## src/perfmon_pkg.sv

```systemverilog
// constants shared by the receive-path performance monitor files
package perfmon_pkg;

	// ------------------------------------------------------------
	// timing
	// ------------------------------------------------------------
	localparam int unsigned CLK_PERIOD_NS = 10;
	localparam int unsigned ONE_SECOND_NS = 1_000_000_000;
	localparam int unsigned TICK_CYCLES   = ONE_SECOND_NS / CLK_PERIOD_NS;

	// ------------------------------------------------------------
	// bus geometry
	// ------------------------------------------------------------
	localparam int unsigned APB_ADDR_W = 12;
	localparam int unsigned APB_DATA_W = 32;
	localparam int unsigned REG_IDX_W  = 8;

	// ------------------------------------------------------------
	// direct register indices (byte address is four times)
	// ------------------------------------------------------------
	localparam logic [7:0] REG_INDIRECT_SELECT = 8'h0E;
	localparam logic [7:0] REG_INDIRECT_DATA   = 8'h0F;
	localparam logic [7:0] REG_UPDATE_CTRL     = 8'hC2;
	localparam logic [7:0] REG_OVF_ENABLE_0    = 8'hC3;
	localparam logic [7:0] REG_OVF_ENABLE_1    = 8'hC4;
	localparam logic [7:0] REG_OVF_FLAGS_0     = 8'hC5;
	localparam logic [7:0] REG_OVF_FLAGS_1     = 8'hC6;

	// ------------------------------------------------------------
	// update control fields
	// ------------------------------------------------------------
	localparam int unsigned CTRL_MANUAL_BIT = 0;
	localparam int unsigned CTRL_AUTO_BIT   = 1;

	// ------------------------------------------------------------
	// overflow bit positions in flags_0 / enable_0, and OVF_LINE in flags_1 / enable_1
	// ------------------------------------------------------------
	localparam int unsigned OVF_FRAME      = 0;
	localparam int unsigned OVF_CRC4       = 1;
	localparam int unsigned OVF_FAR_BLOCK  = 2;
	localparam int unsigned OVF_ALIGN      = 3;
	localparam int unsigned OVF_SYNC_LOSS  = 4;
	localparam int unsigned OVF_PATTERN    = 5;
	localparam int unsigned OVF_TERM_FAR   = 6;
	localparam int unsigned OVF_TERM_CRC   = 7;
	localparam int unsigned OVF_LINE       = 0;

	// ------------------------------------------------------------
	// counter widths
	// ------------------------------------------------------------
	localparam int unsigned LINE_W      = 16;
	localparam int unsigned FRAME_W     = 12;
	localparam int unsigned CRC4_W      = 10;
	localparam int unsigned FAR_BLOCK_W = 10;
	localparam int unsigned ALIGN_W     = 3;
	localparam int unsigned SYNC_LOSS_W = 5;
	localparam int unsigned PATTERN_W   = 16;
	localparam int unsigned TERM_FAR_W  = 10;
	localparam int unsigned TERM_CRC_W  = 10;

	// ------------------------------------------------------------
	// indirect register indices
	// ------------------------------------------------------------
	localparam logic [3:0] IDX_CRC4_LO      = 4'h0;
	localparam logic [3:0] IDX_CRC4_HI      = 4'h1;
	localparam logic [3:0] IDX_FRAME_LO     = 4'h2;
	localparam logic [3:0] IDX_FRAME_HI     = 4'h3;
	localparam logic [3:0] IDX_ALIGN        = 4'h4;
	localparam logic [3:0] IDX_SYNC_LOSS    = 4'h5;
	localparam logic [3:0] IDX_PATTERN_LO   = 4'h6;
	localparam logic [3:0] IDX_PATTERN_HI   = 4'h7;
	localparam logic [3:0] IDX_LINE_LO      = 4'h8;
	localparam logic [3:0] IDX_LINE_HI      = 4'h9;
	localparam logic [3:0] IDX_TERM_CRC_LO  = 4'hA;
	localparam logic [3:0] IDX_TERM_CRC_HI  = 4'hB;
	localparam logic [3:0] IDX_FAR_BLOCK_LO = 4'hC;
	localparam logic [3:0] IDX_FAR_BLOCK_HI = 4'hD;
	localparam logic [3:0] IDX_TERM_FAR_LO  = 4'hE;
	localparam logic [3:0] IDX_TERM_FAR_HI  = 4'hF;

endpackage

```

## src/perf_event_counter.sv

```systemverilog
// saturating event counter with snapshot register and overflow pulse
module perf_event_counter #(
	parameter int unsigned WIDTH = 16
) (
	// clock and control
	input  wire logic             clk,
	input  wire logic             rst,
	input  wire logic             ce,
	// event and update
	input  wire logic             event_in,
	input  wire logic             snap_in,
	// results
	output logic [WIDTH-1:0]      snap_value,
	output logic                  overflow
);

	typedef struct packed {
		logic [WIDTH-1:0] live;
		logic [WIDTH-1:0] held;
		logic             ovf;
	} cnt_state_t;

	cnt_state_t s_r;
	cnt_state_t s_nxt;

	always_comb begin
		s_nxt     = s_r;
		s_nxt.ovf = 1'b0;
		if (snap_in) begin
			s_nxt.held = s_r.live;
			// event in the update cycle opens the new period
			s_nxt.live = {{(WIDTH-1){1'b0}}, event_in};
		end else if (event_in) begin
			if (s_r.live == {WIDTH{1'b1}}) begin
				s_nxt.ovf = 1'b1;
			end else begin
				s_nxt.live = s_r.live + {{(WIDTH-1){1'b0}}, 1'b1};
			end
		end
	end

	always_ff @(posedge clk) begin
		if (rst) begin
			s_r <= '0;
		end else if (ce) begin
			s_r <= s_nxt;
		end
	end

	assign snap_value = s_r.held;
	assign overflow   = s_r.ovf;

endmodule

```

## src/second_tick_gen.sv

```systemverilog
// prescaler that pulses once per counting period while enabled
module second_tick_gen #(
	parameter int unsigned PERIOD = 100_000_000
) (
	// clock and control
	input  wire logic clk,
	input  wire logic rst,
	input  wire logic ce,
	input  wire logic enable,
	// one-cycle tick
	output logic      tick
);

	typedef struct packed {
		logic [31:0] cnt;
		logic        tick;
	} tick_state_t;

	tick_state_t s_r;
	tick_state_t s_nxt;

	always_comb begin
		s_nxt      = s_r;
		s_nxt.tick = 1'b0;
		// held at zero while disabled, so the first tick is a full period away
		if (!enable) begin
			s_nxt.cnt = '0;
		end else if (s_r.cnt == 32'(PERIOD - 1)) begin
			s_nxt.cnt  = '0;
			s_nxt.tick = 1'b1;
		end else begin
			s_nxt.cnt = s_r.cnt + 32'h00000001;
		end
	end

	always_ff @(posedge clk) begin
		if (rst) begin
			s_r <= '0;
		end else if (ce) begin
			s_r <= s_nxt;
		end
	end

	assign tick = s_r.tick;

endmodule

```

## src/e1_performance_monitor.sv

```systemverilog
// receive-path performance monitor: counters, snapshots, overflow flags, APB slave
//
// Overview of operation
// counter overflow sets its flag; enabled flag raises the interrupt request.
// with automatic update on, all counters copy to snapshots each second.
// manual trigger rising edge copies all counters, regardless of automatic bit.
// every update clears the live counters and starts a fresh period.
// an event during an update cycle counts in the new period.
// software writes a four-bit index selecting the presented indirect byte.
// access data register shows the selected indirect byte.
// 16-bit line count: bipolar violations in AMI, code violations in HDB3.
// 12-bit frame alignment error count at indices 03 and 02.
// 10-bit CRC-4 error count at indices 01 and 00.
// 10-bit far end block error count at indices 0D and 0C.
// 3-bit alignment position change count at index 04.
// 5-bit loss of frame synchronization count at index 05.
// 16-bit pattern detector bit error count at indices 07 and 06.
// 10-bit terminal far end block error count at indices 0F and 0E.
// 10-bit terminal CRC error count at indices 0B and 0A.
// line flag and enable at C6 and C4; others at C5 and C3.
// flags clear by writing one; interrupt stays while enabled flag set.
// live counters saturate at full scale until the next update.
// one-second tick comes from a prescaler on the system clock.
//
// Added by the designer: the APB register port.
module e1_performance_monitor
	#(
	parameter int unsigned TICK_CYCLES = perfmon_pkg::TICK_CYCLES
) (
	// clock, reset, enable
	input  wire logic                                CLK_SYS,
	input  wire logic                                RST,
	input  wire logic                                CE,
	// APB slave
	input  wire logic                                PSEL,
	input  wire logic                                PENABLE,
	input  wire logic                                PWRITE,
	input  wire logic [perfmon_pkg::APB_ADDR_W-1:0]  PADDR,
	input  wire logic [perfmon_pkg::APB_DATA_W-1:0]  PWDATA,
	input  wire logic [3:0]                          PSTRB,
	output logic      [perfmon_pkg::APB_DATA_W-1:0]  PRDATA,
	output logic                                     PREADY,
	output logic                                     PSLVERR,
	// line decoder events
	input  wire logic                                HDB3_MODE,
	input  wire logic                                BIPOLAR_VIOLATION,
	input  wire logic                                CODE_VIOLATION,
	// framer and pattern detector events
	input  wire logic                                FRAME_ERROR,
	input  wire logic                                CRC4_ERROR,
	input  wire logic                                FAR_BLOCK_ERROR,
	input  wire logic                                ALIGNMENT_CHANGE,
	input  wire logic                                SYNC_LOSS,
	input  wire logic                                PATTERN_ERROR,
	input  wire logic                                TERMINAL_FAR_BLOCK_ERROR,
	input  wire logic                                TERMINAL_CRC_ERROR,
	// interrupt request
	output logic                                     IRQ
);

	import perfmon_pkg::*;

	// ------------------------------------------------------------
	// state
	// ------------------------------------------------------------
	typedef struct packed {
		logic [APB_DATA_W-1:0] prdata;
		logic                  pready;
		logic                  pslverr;
		logic [3:0]            select;
		logic                  manual;
		logic                  manual_prev;
		logic                  auto_en;
		logic [7:0]            enable_0;
		logic                  enable_1;
		logic [7:0]            flags_0;
		logic                  flags_1;
		logic                  irq;
	} mon_state_t;

	mon_state_t s_r;
	mon_state_t s_nxt;

	// ------------------------------------------------------------
	// update pulse
	// ------------------------------------------------------------
	logic tick;
	logic snap;

	second_tick_gen #(
		.PERIOD (TICK_CYCLES)
	) u_tick (
		.clk    (CLK_SYS),
		.rst    (RST),
		.ce     (CE),
		.enable (s_r.auto_en),
		.tick   (tick)
	);

	// manual edge works whatever the automatic bit holds
	assign snap = (tick & s_r.auto_en) | (s_r.manual & ~s_r.manual_prev);

	// ------------------------------------------------------------
	// counters
	// ------------------------------------------------------------
	logic                   line_event;
	logic [LINE_W-1:0]      line_snap;
	logic [FRAME_W-1:0]     frame_snap;
	logic [CRC4_W-1:0]      crc4_snap;
	logic [FAR_BLOCK_W-1:0] far_block_snap;
	logic [ALIGN_W-1:0]     align_snap;
	logic [SYNC_LOSS_W-1:0] sync_loss_snap;
	logic [PATTERN_W-1:0]   pattern_snap;
	logic [TERM_FAR_W-1:0]  term_far_snap;
	logic [TERM_CRC_W-1:0]  term_crc_snap;
	logic [7:0]             ovf_0;
	logic                   ovf_line;

	assign line_event = HDB3_MODE ? CODE_VIOLATION : BIPOLAR_VIOLATION;

	// every counter takes the same update pulse, so one snapshot bank
	// always describes a single counting period
	perf_event_counter #(
		.WIDTH (LINE_W)
	) u_line (
		.clk        (CLK_SYS),
		.rst        (RST),
		.ce         (CE),
		.event_in   (line_event),
		.snap_in    (snap),
		.snap_value (line_snap),
		.overflow   (ovf_line)
	);

	perf_event_counter #(
		.WIDTH (FRAME_W)
	) u_frame (
		.clk        (CLK_SYS),
		.rst        (RST),
		.ce         (CE),
		.event_in   (FRAME_ERROR),
		.snap_in    (snap),
		.snap_value (frame_snap),
		.overflow   (ovf_0[OVF_FRAME])
	);

	perf_event_counter #(
		.WIDTH (CRC4_W)
	) u_crc4 (
		.clk        (CLK_SYS),
		.rst        (RST),
		.ce         (CE),
		.event_in   (CRC4_ERROR),
		.snap_in    (snap),
		.snap_value (crc4_snap),
		.overflow   (ovf_0[OVF_CRC4])
	);

	perf_event_counter #(
		.WIDTH (FAR_BLOCK_W)
	) u_far_block (
		.clk        (CLK_SYS),
		.rst        (RST),
		.ce         (CE),
		.event_in   (FAR_BLOCK_ERROR),
		.snap_in    (snap),
		.snap_value (far_block_snap),
		.overflow   (ovf_0[OVF_FAR_BLOCK])
	);

	perf_event_counter #(
		.WIDTH (ALIGN_W)
	) u_align (
		.clk        (CLK_SYS),
		.rst        (RST),
		.ce         (CE),
		.event_in   (ALIGNMENT_CHANGE),
		.snap_in    (snap),
		.snap_value (align_snap),
		.overflow   (ovf_0[OVF_ALIGN])
	);

	perf_event_counter #(
		.WIDTH (SYNC_LOSS_W)
	) u_sync_loss (
		.clk        (CLK_SYS),
		.rst        (RST),
		.ce         (CE),
		.event_in   (SYNC_LOSS),
		.snap_in    (snap),
		.snap_value (sync_loss_snap),
		.overflow   (ovf_0[OVF_SYNC_LOSS])
	);

	perf_event_counter #(
		.WIDTH (PATTERN_W)
	) u_pattern (
		.clk        (CLK_SYS),
		.rst        (RST),
		.ce         (CE),
		.event_in   (PATTERN_ERROR),
		.snap_in    (snap),
		.snap_value (pattern_snap),
		.overflow   (ovf_0[OVF_PATTERN])
	);

	perf_event_counter #(
		.WIDTH (TERM_FAR_W)
	) u_term_far (
		.clk        (CLK_SYS),
		.rst        (RST),
		.ce         (CE),
		.event_in   (TERMINAL_FAR_BLOCK_ERROR),
		.snap_in    (snap),
		.snap_value (term_far_snap),
		.overflow   (ovf_0[OVF_TERM_FAR])
	);

	perf_event_counter #(
		.WIDTH (TERM_CRC_W)
	) u_term_crc (
		.clk        (CLK_SYS),
		.rst        (RST),
		.ce         (CE),
		.event_in   (TERMINAL_CRC_ERROR),
		.snap_in    (snap),
		.snap_value (term_crc_snap),
		.overflow   (ovf_0[OVF_TERM_CRC])
	);

	// ------------------------------------------------------------
	// indirect byte selection
	// ------------------------------------------------------------
	logic [7:0] indirect_read_value;

	always_comb begin
		unique case (s_r.select)
			IDX_CRC4_LO:      indirect_read_value = crc4_snap[7:0];
			IDX_CRC4_HI:      indirect_read_value = {6'h00, crc4_snap[9:8]};
			IDX_FRAME_LO:     indirect_read_value = frame_snap[7:0];
			IDX_FRAME_HI:     indirect_read_value = {4'h0, frame_snap[11:8]};
			IDX_ALIGN:        indirect_read_value = {5'h00, align_snap};
			IDX_SYNC_LOSS:    indirect_read_value = {3'h0, sync_loss_snap};
			IDX_PATTERN_LO:   indirect_read_value = pattern_snap[7:0];
			IDX_PATTERN_HI:   indirect_read_value = pattern_snap[15:8];
			IDX_LINE_LO:      indirect_read_value = line_snap[7:0];
			IDX_LINE_HI:      indirect_read_value = line_snap[15:8];
			IDX_TERM_CRC_LO:  indirect_read_value = term_crc_snap[7:0];
			IDX_TERM_CRC_HI:  indirect_read_value = {6'h00, term_crc_snap[9:8]};
			IDX_FAR_BLOCK_LO: indirect_read_value = far_block_snap[7:0];
			IDX_FAR_BLOCK_HI: indirect_read_value = {6'h00, far_block_snap[9:8]};
			IDX_TERM_FAR_LO:  indirect_read_value = term_far_snap[7:0];
			IDX_TERM_FAR_HI:  indirect_read_value = {6'h00, term_far_snap[9:8]};
		endcase
	end

	// ------------------------------------------------------------
	// bus decode
	// ------------------------------------------------------------
	logic [REG_IDX_W-1:0] reg_idx;
	logic                 addr_ok;
	logic                 mapped;
	logic [7:0]           read_byte;
	logic                 do_write;
	logic [7:0]           wbyte;

	assign reg_idx  = PADDR[REG_IDX_W+1:2];
	assign addr_ok  = (PADDR[1:0] == 2'h0) && (PADDR[APB_ADDR_W-1:REG_IDX_W+2] == '0);
	// the register is written at the edge that also sees PREADY high
	assign do_write = PSEL & PENABLE & s_r.pready & PWRITE & addr_ok & PSTRB[0];
	assign wbyte    = PWDATA[7:0];

	always_comb begin
		mapped    = addr_ok;
		read_byte = 8'h00;
		unique case (reg_idx)
			REG_INDIRECT_SELECT: read_byte = {4'h0, s_r.select};
			REG_INDIRECT_DATA:   read_byte = indirect_read_value;
			REG_UPDATE_CTRL: begin
				read_byte[CTRL_MANUAL_BIT] = s_r.manual;
				read_byte[CTRL_AUTO_BIT]   = s_r.auto_en;
			end
			REG_OVF_ENABLE_0:    read_byte = s_r.enable_0;
			REG_OVF_ENABLE_1:    read_byte = {7'h00, s_r.enable_1};
			REG_OVF_FLAGS_0:     read_byte = s_r.flags_0;
			REG_OVF_FLAGS_1:     read_byte = {7'h00, s_r.flags_1};
			default:             mapped    = 1'b0;
		endcase
	end

	// ------------------------------------------------------------
	// next state
	// ------------------------------------------------------------
	always_comb begin
		s_nxt             = s_r;
		s_nxt.manual_prev = s_r.manual;

		// one wait state: data captured in the first access cycle
		if (s_r.pready) begin
			s_nxt.pready  = 1'b0;
			s_nxt.pslverr = 1'b0;
		end else if (PSEL && PENABLE) begin
			s_nxt.pready  = 1'b1;
			s_nxt.pslverr = ~mapped;
			s_nxt.prdata  = (mapped && !PWRITE) ? {24'h000000, read_byte} : '0;
		end

		if (do_write) begin
			unique case (reg_idx)
				REG_INDIRECT_SELECT: s_nxt.select = wbyte[3:0];
				REG_UPDATE_CTRL: begin
					s_nxt.manual  = wbyte[CTRL_MANUAL_BIT];
					s_nxt.auto_en = wbyte[CTRL_AUTO_BIT];
				end
				REG_OVF_ENABLE_0:    s_nxt.enable_0 = wbyte;
				REG_OVF_ENABLE_1:    s_nxt.enable_1 = wbyte[OVF_LINE];
				REG_OVF_FLAGS_0:     s_nxt.flags_0  = s_r.flags_0 & ~wbyte;
				REG_OVF_FLAGS_1:     s_nxt.flags_1  = s_r.flags_1 & ~wbyte[OVF_LINE];
				default: begin
				end
			endcase
		end

		// a new overflow beats a clear in the same cycle
		s_nxt.flags_0 = s_nxt.flags_0 | ovf_0;
		s_nxt.flags_1 = s_nxt.flags_1 | ovf_line;

		// level request, held while any enabled flag stays set
		s_nxt.irq = |(s_nxt.flags_0 & s_nxt.enable_0) |
			(s_nxt.flags_1 & s_nxt.enable_1);
	end

	always_ff @(posedge CLK_SYS) begin
		if (RST) begin
			s_r <= '0;
		end else if (CE) begin
			s_r <= s_nxt;
		end
	end

	// ------------------------------------------------------------
	// outputs
	// ------------------------------------------------------------
	assign PRDATA  = s_r.prdata;
	assign PREADY  = s_r.pready;
	assign PSLVERR = s_r.pslverr;
	assign IRQ     = s_r.irq;

endmodule

```

## config.mk

```make
export PLATFORM = sky130hd
export DESIGN_NAME = e1_performance_monitor
export DESIGN_NICKNAME = d
export VERILOG_FILES = /design/src/perfmon_pkg.sv /design/src/perf_event_counter.sv /design/src/second_tick_gen.sv /design/src/e1_performance_monitor.sv
export SDC_FILE = /design/constraint.sdc
export NUM_CORES = 1
export LEC_CHECK = 0
export BUFFER_PORTS_ARGS = -buffer_cell sky130_fd_sc_hd__buf_2
export CAP_MARGIN = 20
export CORE_AREA = 5 5 157 159
export CTS_CLUSTER_SIZE = 40
export DETAILED_ROUTE_END_ITERATION = 7
export DIE_AREA = 0 0 162 164
export GPL_TIMING_DRIVEN = 1
export HOLD_SLACK_MARGIN = 0.05
export PLACE_DENSITY_LB_ADDON = 0.25
export SLEW_MARGIN = 20
export SYNTH_ARGS = -nofsm -noshare
export SYNTH_HDL_FRONTEND = slang
export SYNTH_SLANG_ARGS = --single-unit
```

## constraint.sdc

```tcl
create_clock -name CLK_SYS -period 3.6 [get_ports CLK_SYS]
set_input_delay 1.08 -clock CLK_SYS [delete_from_list [all_inputs] [get_ports CLK_SYS]]
set_output_delay 1.08 -clock CLK_SYS [all_outputs]
set_load 0.01 [all_outputs]
```

==> results of run 1 <==
cell families after synthesis:
family,after synthesis,share of synthesized area (%)
adder cells (fa/ha/maj),12,1.21
flip-flops,262,42.3
AND/OR/NAND/NOR,716,26.9
XOR/XNOR,80,5.66
AO/OA/AOI/OAI,313,15.3
buffers and inverters,145,5.47
other,1,0.0303
multiplexers,36,3.15
metal layers:
layer / GRT usage (%) / share of wire (%) / up-vias
met5: 0 / 0 / -
met4: 5.54 / 2.0 / 0
met3: 3.06 / 6.2 / 44
met2: 38.6 / 45 / 339
met1: 33.3 / 46 / 5243
li1: - / - / 5407
worst paths after layout:
| kind | start | endpoint | slack [ps] | cells past startpoint |
|---|---|---|---|---|
| min | PRDATA[0] | PRDATA[0] | 450 | 2 |
| min reg2reg | PRDATA[0] | PRDATA[0] | 450 | 2 |
| max | PADDR[1] | IRQ | 860 | 8 |
| max reg2reg | s_r[19] | u_term_crc.s_r[18] | 1070 | 8 |
report_power, final:
part           total [mW]  switching, mW  internal, mW
clock network        2.85           1.16          1.69
registers            2.93         0.0182          2.91
logic               0.199          0.140        0.0596
sequential cells by signal (all words and copies together), names as in the netlist, 5 cells and up:
| name | count |
|---|---|
| u_sync_loss.s_r | 5 |
| u_frame.snap_value | 12 |
| u_crc4.snap_value | 10 |
| PRDATA | 8 |
| u_crc4.s_r | 10 |
| u_term_far.s_r | 10 |
| u_term_crc.snap_value | 10 |
| u_tick.s_r | 32 |
| u_frame.s_r | 12 |
| u_pattern.s_r | 16 |
| u_far_block.s_r | 10 |
| u_term_crc.s_r | 10 |
| s_r | 24 |
| u_sync_loss.snap_value | 5 |
| u_pattern.snap_value | 16 |
| u_line.s_r | 16 |
| u_line.snap_value | 16 |
| u_term_far.snap_value | 10 |
| u_far_block.snap_value | 10 |
per-stage QoR:
step	hold WS [ps]	cells	setup slack (ps)	cell area (um^2)	util (%)
2_1_floorplan	432	1588	465	12500	-
3_3_place_gp	442	1823	373	12700	55.0
3_5_place_dp	444	1823	348	12700	55.0
4_1_cts	451	1875	870	13600	58.9
5_1_grt	466	1875	734	13600	58.9
6_report	451	1875	862	13600	58.9
area by class of cell:
class / count / share of cell area (%)
Clock buffer: 44 / 5.96
Clock inverter: 8 / 0.717
Tap cell: 290 / 2.66
Timing Repair Buffer: 75 / 3.55
Sequential cell: 262 / 38.5
Inverter: 15 / 0.413
Multi-Input combinational cell: 1181 / 48.2
cell usage in the layout, fill, tap and decap left out, drive strengths merged, types with 4 or more instances in the layout:
cell     synthesis  routed
a211oi           8       8
a21oi          170     170
a22o             7       7
a22oi           17      17
a31oi            9       9
a32oi            4       4
and2            10      10
and3            27      27
and4             9       9
buf             46      75
clkbuf          84      44
conb             1      24
dfxtp          262     262
ha              12      12
inv             15      15
mux2             4       4
mux2i           30      30
nand2          296     296
nand2b          10      10
nand3           61      61
nand3b           4       4
nand4           37      37
nand4b           6       6
nor2           163     163
nor2b           10      10
nor3            27      27
nor3b            4       4
nor4            19      19
o21ai           45      45
o221a            4       4
o22ai            7       7
o2bb2ai          4       4
o32ai            5       5
or2              4       4
or3             15      15
xnor2           33      33
xor2            47      47
worst max-delay path, delay by kind of cell:
kind                   cells  cell delay (ps)
AO/OA/AOI/OAI              2              430
multiplexers               1              180
AND/OR/NAND/NOR            3             1160
buffers and inverters      2              300
Yosys cell counts, types with 4 or more instances:
master / n / share of area (%)
a21oi_1: 168 / 6.8
o22ai_1: 7 / 0.35
nor3b_1: 4 / 0.24
and4_1: 9 / 0.64
or2_2: 4 / 0.20
a22oi_1: 17 / 1.0
buf_2: 4 / 0.16
nor2b_1: 10 / 0.51
clkbuf_1: 84 / 2.5
or3_1: 15 / 0.76
inv_1: 15 / 0.45
o221a_2: 4 / 0.36
nor2_1: 163 / 4.9
nand3b_1: 4 / 0.24
a32oi_1: 4 / 0.28
mux2_2: 4 / 0.36
and2_1: 9 / 0.45
nand4_1: 37 / 1.9
a31oi_1: 9 / 0.45
a22o_1: 4 / 0.28
buf_4: 34 / 2.1
mux2i_1: 30 / 2.4
o2bb2ai_1: 4 / 0.28
nand3_1: 61 / 2.5
xnor2_1: 33 / 2.3
nor3_1: 27 / 1.1
a211oi_1: 8 / 0.48
xor2_1: 47 / 3.3
buf_1: 8 / 0.24
o32ai_1: 5 / 0.35
ha_1: 12 / 1.2
nand2b_1: 10 / 0.51
and3_1: 26 / 1.3
nand2_1: 296 / 9.0
o21ai_0: 44 / 1.8
nor4_1: 19 / 0.96
nand4b_1: 6 / 0.42
dfxtp_1: 262 / 42
==> reports/metrics.cfg, run 1 <==
[outcome]
status=completed

[timing]
setup_viol=0
rsz0062_at_grt=no
tightestPinTransition_ps=975
fin_crit_sh_pct=76.1
hold_viol=0
timing.fmax_ghz=0.365
drv_slew=0
fin_crit_ps=2740
fin_skew_ps=10.1
slew_headroom_pct=34.9
fin_tns_setup_ps=0

[global_routing]
first_global_vias=10100
grt_usage_pct=23.5
grt_first_pass_wirelength_um=52000
antenna_found_initial=0
gr-total-overflow=0
grt_max_degree=105

[clock_network]
cts_setup_buffers=0
postCtsHoldBufs=0
cts_buffer_depth=3
cts_resized=0
cts_sinks=262
htreeDepth=1
worstSkewPairLatency_ps=540
cts_tree=built
cts_root_buf=clkbuf_16
cts_buffers=29
clk_pin_slew_ps=60

[floorplan]
rows=56
dieArea_mm2=0.0266
core_area_mm2=0.0231
die_y_um=164
ios=100
start_util_pct=53.6
die_w_um=162

[route]
routedWlPerCell_um=17.0
drtAntennaViolNets=0
wirelength_um=31900
avgViaCountPerCell=5.88
drt-pass1-iter-count=5
drc=0
dr_total_vias=11000
dr.first_iter.drc_count=969

[worst_setup_path]
cp-start-kind=input pin
cp-end-kind=register
cp_max_fo=8
critical_path_class=input pin to register
slowest_stage=and2_1
cp.required_ps=4020
slowest_delay_ps=430
path_cells=buf_2, nor4_1, and3_1, and2_1, buf_4, mux2i_1, o32ai_1, o41a_1
worstPathArrival_ps=3160

[power_and_ir_drop]
power.density_mw_per_mm2=439
leakage_nw=4.58
p_total_mw=5.98
peakVddDrop_mv=0.284

[yosys]
ys.flop_type=dfxtp_1
syn_area_mm2=0.0124
postSynthAreaPerCell_um2=7.91
synth_seq_cells=262
synth-async-reset-ratio_pct=0
postSynthCellCount=1565
synth-edff-count=0
synth_warnings=0
synth.distinct_cells=73
ys_seq_area_share_pct=42.3

[placed_design]
dp_hpwl_um=22200
place.gp.congestion=0.895
port-buffer-count=48

[job]
max_cap_violations=0

[finish]
diodes=0
multi_input_area_mm2=0.00656
nets=1641
n_fill_cell=2077
drive_above_1_share_pct=9.27
areaGrowthSynthToFinish_pct=9.96
regArea_mm2=0.00525

[hold_path]
hp-class=register to register

No activity file was read; power rests on OpenSTA's default activity.
==> run 2, diff against run 1 <==
--- a/config.mk
+++ b/config.mk
@@ -7,10 +7,10 @@
 export LEC_CHECK = 0
 export BUFFER_PORTS_ARGS = -buffer_cell sky130_fd_sc_hd__buf_2
 export CAP_MARGIN = 20
-export CORE_AREA = 5 5 157 159
+export CORE_AREA = 5 5 158 160
 export CTS_CLUSTER_SIZE = 40
 export DETAILED_ROUTE_END_ITERATION = 7
-export DIE_AREA = 0 0 162 164
+export DIE_AREA = 0 0 163 165
 export GPL_TIMING_DRIVEN = 1
 export HOLD_SLACK_MARGIN = 0.05
 export PLACE_DENSITY_LB_ADDON = 0.25
==> constraint.sdc (replaced) <==
create_clock -name CLK_SYS -period 2.3 [get_ports CLK_SYS]
set_input_delay 0.69 -clock CLK_SYS [delete_from_list [all_inputs] [get_ports CLK_SYS]]
set_output_delay 0.69 -clock CLK_SYS [all_outputs]
set_load 0.01 [all_outputs]
==> run 2 against run 1 <==
- cell area rose by 5.9%
- clock-buffer cell count did not move
- die area rose by 1.2%
- sequential share of layout area fell by 2.1 points
- worst setup slack got worse by 770 ps
- sequential cell count did not move
- critical path type unchanged
- critical endpoint unchanged
- largest cell class unchanged
==> reports/metrics.cfg, run 2 (synthesized netlist as in run 1, its figures left out) <==
[outcome]
status=completed  ; unchanged

[hold_path]
worst_hold_path.endpoint=u_sync_loss.s_r[6]  ; was PRDATA[0]
min-delay-start=SYNC_LOSS  ; was PRDATA[0]
hold_depth=3  ; was 2
hp-class=input pin to register  ; was register to register

[clock_network]
htreeDepth=1  ; unchanged
cts_tree=built  ; unchanged
clk_pin_slew_ps=60  ; about the same
cts_root_buf=clkbuf_16  ; unchanged
cts_buffer_depth=3  ; unchanged
worstSkewPairLatency_ps=530  ; was 540 ps
cts_sinks=262  ; unchanged
cts_buffers=29  ; unchanged

[worst_setup_path]
cp-start-kind=input pin  ; unchanged
regToRegSetupSlack_ps=170  ; was 1070 ps
critical_path_class=input pin to register  ; unchanged
r2r-end=IRQ  ; was u_term_crc.s_r[18]
cp.required_ps=2710  ; was 4020 ps
worstPathArrival_ps=2610  ; was 3160 ps
cp-end-kind=register  ; unchanged
reg2reg_from=PREADY  ; was s_r[19]
ff2ff_path_depth=8  ; unchanged
cp_max_fo=3  ; was 8

[global_routing]
grt_max_degree=52  ; was 105
antenna_found_initial=0  ; unchanged
gr-total-overflow=0  ; unchanged
grt_usage_pct=24.0  ; was 23.5%
grt_first_pass_wirelength_um=53500  ; was 52000 um
first_global_vias=10500  ; was 10.1k

[floorplan]
ios=100  ; unchanged
start_util_pct=53.2  ; was 53.6%
die_w_um=163  ; was 162 um
rows=56  ; unchanged
die_y_um=165  ; was 164 um
core_area_mm2=0.0233  ; was 0.0231 mm^2
dieArea_mm2=0.0269  ; was 0.0266 mm^2

[timing]
setup_viol=0  ; unchanged
fin_crit_ps=2210
drv_slew=0  ; unchanged
rsz0062_at_grt=no  ; unchanged
fin_tns_setup_ps=0  ; unchanged
timing.fmax_ghz=0.453
hold_viol=0  ; unchanged
fin_skew_ps=9.23  ; was 10.1 ps
fin_crit_sh_pct=95.9

[finish]
utilization_pct=62.0  ; was 58.9%
nets=1720  ; was 1641
final_cell_mix=nand2_1 (295), dfxtp_1 (261), a21oi_1 (168), nor2_1 (162), buf_4 (97)  ; was nand2_1 (295), dfxtp_1 (262), a21oi_1 (168), nor2_1 (162), nand3_1 (61)
drive_above_1_share_pct=14.1  ; was 9.27%
largest_reg_flops=32  ; unchanged
final_common_cell=nand2_1  ; unchanged
reg_top3=u_tick.s_r: 32 flops, s_r: 24 flops  ; unchanged
diodes=0  ; unchanged
areaGrowthSynthToFinish_pct=16.4  ; was 9.96%
regMostFlops=u_tick.s_r  ; unchanged
n_fill_cell=2084  ; was 2077

[power_and_ir_drop]
leakage_nw=5.03  ; was 4.58 nW
power.density_mw_per_mm2=663  ; was 439 mW/mm^2
peakVddDrop_mv=0.523  ; was 0.284 mV

[job]
max_cap_violations=0  ; unchanged

[route]
wirelength_um=32700  ; was 31900 um
dr.first_iter.drc_count=889  ; was 969
drc=0  ; unchanged
drtAntennaViolNets=0  ; unchanged
drt-pass1-iter-count=5  ; unchanged
dr_total_vias=11300  ; was 11.0k
avgViaCountPerCell=5.69  ; was 5.88
routedWlPerCell_um=16.5  ; was 17.0 um

[placed_design]
dp_hpwl_um=23500  ; was 22200 um
port-buffer-count=48  ; unchanged
place.gp.congestion=0.941  ; was 0.895

-- run 2: changes by cell type in the layout (fill, tap and decap cells not counted), sizes merged --
cell      before  now
clkinvlp       3    0
buf           75  154
bufinv         2    3
clkinv         3    4
-- run 2: how the worst max path moves through the flow --
stage	start	end	slack [ps]	cells after the start
after CTS	u_tick.s_r[1]	u_tick.s_r[27]	80	8
after floorplan	PADDR[7]	IRQ	-290	7
after detailed placement	PADDR[7]	IRQ	-400	8
after global placement	PADDR[1]	IRQ	-410	7
after global routing	PADDR[1]	IRQ	0.06	8
final	PADDR[7]	IRQ	90	8
-- run 2: area by class of cell --
| class | instances | area (um^2) | share of cell area (%) |
|---|---|---|---|
| Clock inverter | 7 | 118 | 0.816 |
| Sequential cell | 262 | 5250 | 36.4 |
| Tap cell | 319 | 399 | 2.77 |
| Timing Repair Buffer | 154 | 1160 | 8.07 |
| Multi-Input combinational cell | 1181 | 6600 | 45.8 |
| Clock buffer | 44 | 832 | 5.77 |
| Inverter | 15 | 56.3 | 0.391 |
-- run 2: layer usage --
layer	global-route usage (%)	routed length, um
met1	32.7	14800
met2	40.4	15200
met3	2.65	1780
met4	6.94	911
met5	0	0
-- run 2: metrics by stage --
| stage | std cells | setup slack, ps | power [mW] | area [um^2] | hold WS (ps) |
|---|---|---|---|---|---|
| 6_report | 1982 | 94.3 | 9.55 | 14400 | 452 |
| 5_1_grt | 1982 | 0.0639 | 9.86 | 14400 | 453 |
| 4_1_cts | 1981 | 80.8 | 9.62 | 14400 | 437 |
| 3_5_place_dp | 1930 | -403 | 5.05 | 13400 | 447 |
| 3_3_place_gp | 1930 | -407 | 5.05 | 13400 | 442 |
| 2_1_floorplan | 1588 | -294 | 4.91 | 12500 | 432 |
-- run 2: critical path, stage by stage --
cell	delay (ps)
buf_2	110
or3b_4	420
nor4b_4	310
nand2_1	150
o32ai_1	250
o22a_2	210
o221ai_2	80
o41a_1	400
-- run 2: power by group --
group	internal [mW]	leakage, nW	switching [mW]
Combinational	0.136	2.46	0.239
Sequential	4.56	2.11	0.0239
Clock	2.81	0.464	1.78
Total	7.51	5.03	2.04
-- run 2: repair_timing --
action                                  CTS  global route
gates resized for setup                   0             7
hold buffers                              0             0
buffers inserted                          0             1
endpoints found under the setup margin    0            11
==> run 3, diff against run 2 <==
--- a/config.mk
+++ b/config.mk
@@ -7,10 +7,10 @@
 export LEC_CHECK = 0
 export BUFFER_PORTS_ARGS = -buffer_cell sky130_fd_sc_hd__buf_2
 export CAP_MARGIN = 20
-export CORE_AREA = 5 5 158 160
+export CORE_AREA = 5 5 157 159
 export CTS_CLUSTER_SIZE = 40
 export DETAILED_ROUTE_END_ITERATION = 7
-export DIE_AREA = 0 0 163 165
+export DIE_AREA = 0 0 162 164
 export GPL_TIMING_DRIVEN = 1
 export HOLD_SLACK_MARGIN = 0.05
 export PLACE_DENSITY_LB_ADDON = 0.25
==> constraint.sdc (replaced) <==
create_clock -name CLK_SYS -period 2.4 [get_ports CLK_SYS]
set_input_delay 0.72 -clock CLK_SYS [delete_from_list [all_inputs] [get_ports CLK_SYS]]
set_output_delay 0.72 -clock CLK_SYS [all_outputs]
set_load 0.01 [all_outputs]
==> run 3 against run 2 <==
- sequential power is 4% lower
- worst hold slack worse by 0.57 ps
- sequential cell count unchanged
- combinational power decreased by 6.1%
- power up 0.65%
- clock power increased by 6.1%
- register-to-register slack lost 80 ps
- largest cell class unchanged
- non-clock buffer count is 7 higher
- clock-buffer cell count fell by 9
- cell area increased by 1.1%
- critical path type is now register to register
==> reports/metrics.cfg, run 3 (synthesized netlist as in run 1, its figures left out) <==
[outcome]
status=completed  ; unchanged

[floorplan]
die_w_um=162  ; was 163 um
start_util_pct=53.6  ; was 53.2%
die_y_um=164  ; was 165 um
rows=56  ; unchanged
core_area_mm2=0.0231  ; was 0.0233 mm^2
dieArea_mm2=0.0266  ; was 0.0269 mm^2
ios=100  ; unchanged

[global_routing]
grt_first_pass_wirelength_um=53600  ; was 53500 um
grt_usage_pct=24.3  ; was 24.0%
gr-total-overflow=0  ; unchanged
first_global_vias=10400  ; was 10.5k
grt_max_degree=65  ; was 52
antenna_found_initial=1  ; was 0

[route]
drt-pass1-iter-count=5  ; unchanged
met3_length_um=1950  ; was 1780 um
met2_length_um=14900  ; was 15200 um
dr_total_vias=11200  ; was 11.3k
top_layer=met5  ; was met4
wirelength_um=33100  ; was 32700 um
routedWlPerCell_um=16.9  ; was 16.5 um
wl_met1_um=15100  ; was 14800 um
drc=0  ; unchanged
drtAntennaViolNets=0  ; unchanged
dr.first_iter.drc_count=980  ; was 889
avgViaCountPerCell=5.74  ; was 5.69

[timing]
fin_tns_setup_ps=0  ; unchanged
fin_skew_ps=8.91  ; was 9.23 ps
tightestPinTransition_ps=571
setup_viol=0  ; unchanged
fin_crit_sh_pct=96.4
rsz0062_at_grt=no  ; unchanged
hold_viol=0  ; unchanged
holdWs_ps=451  ; was 452 ps
fin_crit_ps=2310
slew_headroom_pct=61.7
timing.fmax_ghz=0.432
drv_slew=0  ; unchanged

[clock_network]
cts_setup_buffers=0  ; unchanged
cts_sinks=262  ; unchanged
worstSkewPairLatency_ps=540  ; was 530 ps
cts_buffer_depth=3  ; unchanged
clk_pin_slew_ps=60  ; about the same
cts_tree=built  ; unchanged
htreeDepth=1  ; unchanged
cts_buffers=28  ; was 29
cts_root_buf=clkbuf_16  ; unchanged
postCtsHoldBufs=0  ; unchanged

[finish]
largest_reg_flops=32  ; unchanged
final_cell_mix=nand2_1 (295), dfxtp_1 (262), a21oi_1 (168), nor2_1 (162), buf_4 (100)  ; was nand2_1 (295), dfxtp_1 (261), a21oi_1 (168), nor2_1 (162), buf_4 (97)
nets=1726  ; was 1720
areaGrowthSynthToFinish_pct=17.7  ; was 16.4%
diodes=0  ; unchanged
drive_above_1_share_pct=14.8  ; was 14.1%
utilization_pct=63.0  ; was 62.0%
reg_top3=u_tick.s_r: 32 flops, s_r: 24 flops  ; unchanged
final_common_cell=nand2_1  ; unchanged
n_fill_cell=2013  ; was 2084
fin_area_mm2=0.0146  ; was 0.0144 mm^2
regMostFlops=u_tick.s_r  ; unchanged

[power_and_ir_drop]
p_clk_share_pct=50.6  ; was 48.1%
power.share.combinational_pct=3.7  ; was 3.9%
switching_power_mw=2.04  ; about the same
leakage_nw=5.14  ; was 5.03 nW
power.internal_mw=7.57  ; was 7.51 mW
peakVddDrop_mv=0.466  ; was 0.523 mV
p_total_mw=9.61  ; was 9.55 mW
power.density_mw_per_mm2=660  ; was 663 mW/mm^2
p_sw_share_pct=21.2  ; was 21.4%
power_frac_seq_pct=45.7  ; was 48.0%

[worst_setup_path]
slowest_delay_ps=550  ; was 420 ps
path_cells=buf_4, buf_4, mux2i_1, o2bb2ai_1, a31oi_1, a21oi_1, o21ai_0, a21oi_1  ; was buf_2, or3b_4, nor4b_4, nand2_1, o32ai_1, o22a_2, o221ai_2, o41a_1
reg2reg_from=s_r[24]  ; was PREADY
worstPathArrival_ps=2710  ; was 2610 ps
cp.required_ps=2800  ; was 2710 ps
cp_max_fo=6  ; was 3
cp-end-kind=register  ; unchanged
cp-start-kind=register  ; was input pin
ff2ff_path_depth=8  ; unchanged
r2r-end=PRDATA[1]  ; was IRQ
crit_family=compound AO/OA/AOI/OAI gates  ; unchanged
slowest_stage=dfxtp_1  ; was or3b_4
critical_path_class=register to register  ; was input pin to register
regToRegSetupSlack_ps=90  ; was 170 ps
path_buf_inv=2  ; was 1

[placed_design]
dp_hpwl_um=23600  ; was 23500 um
place.gp.congestion=0.978  ; was 0.941
port-buffer-count=48  ; unchanged
place_area_mm2=0.0135  ; was 0.0134 mm^2

[hold_path]
hp-class=register to register  ; was input pin to register
worst_hold_path.endpoint=PRDATA[7]  ; was u_sync_loss.s_r[6]
hold_depth=2  ; was 3
min-delay-start=PRDATA[7]  ; was SYNC_LOSS

[job]
max_cap_violations=0  ; unchanged

## run 3: cell count changes in the layout (fill, tap and decap cells not counted), sizes merged
cell and delta:
clkbuf -9, buf +7, bufinv +4, clkinvlp +2, clkinv +1, inv +1
## run 3: layout make-up
cell class | count | area, um^2 | area share (%)
clock buffer | 35 | 788 | 5.41
clock inverter | 15 | 265 | 1.82
inverter | 15 | 56.3 | 0.386
multi-input combinational | 1181 | 6590 | 45.2
sequential | 262 | 5250 | 36.0
tap | 290 | 363 | 2.49
timing repair buffer | 161 | 1270 | 8.69
## run 3: through the flow
step	setup WS [ps]	std cells
final	85.4	1959
after global placement	-339	1909
after CTS	78.2	1959
after detailed placement	-475	1909
after global routing	0.570	1959
after floorplan	-224	1588
## run 3: per-layer routing
metal	up-vias	GRT usage [%]
met5	-	0
met4	2	8.50
met3	72	3.06
met2	323	38.4
met1	5290	34.5
li1	5556	-
## run 3: power groups by stage
| stage | Clock (mW) | Sequential, mW | Combinational [mW] |
|---|---|---|---|
| 2_1_floorplan | 0 | 4.48 | 0.222 |
| 3_3_place_gp | 0 | 4.49 | 0.338 |
| 3_5_place_dp | 0 | 4.49 | 0.346 |
| 4_1_cts | 4.94 | 4.39 | 0.347 |
| 5_1_grt | 5.14 | 4.39 | 0.382 |
| 6_report | 4.87 | 4.40 | 0.352 |
## run 3: worst reg2reg max path: cells and delay by family, from the launching register on
kind | cells | cell delay [ps]
AOI/OAI and AO/OA | 5 | 940
muxes | 1 | 350
buffers and inverters | 2 | 340
DFF | 1 | 550
## run 3: worst max path at each step
| stage | startpoint | end | slack (ps) | cells after the start |
|---|---|---|---|---|
| final | s_r[24] | PRDATA[1] | 90 | 8 |
| after global placement | PADDR[7] | IRQ | -340 | 9 |
| after CTS | PADDR[5] | IRQ | 80 | 8 |
| after floorplan | PADDR[7] | IRQ | -220 | 7 |
| after global routing | u_tick.s_r[1] | u_tick.s_r[31] | 0.6 | 8 |
| after detailed placement | PADDR[5] | IRQ | -480 | 8 |
## run 3: repair_timing
item / in CTS / in global routing
setup endpoints to repair: 0 / 41
resized for setup: 0 / 7
hold endpoints to repair: 0 / 0
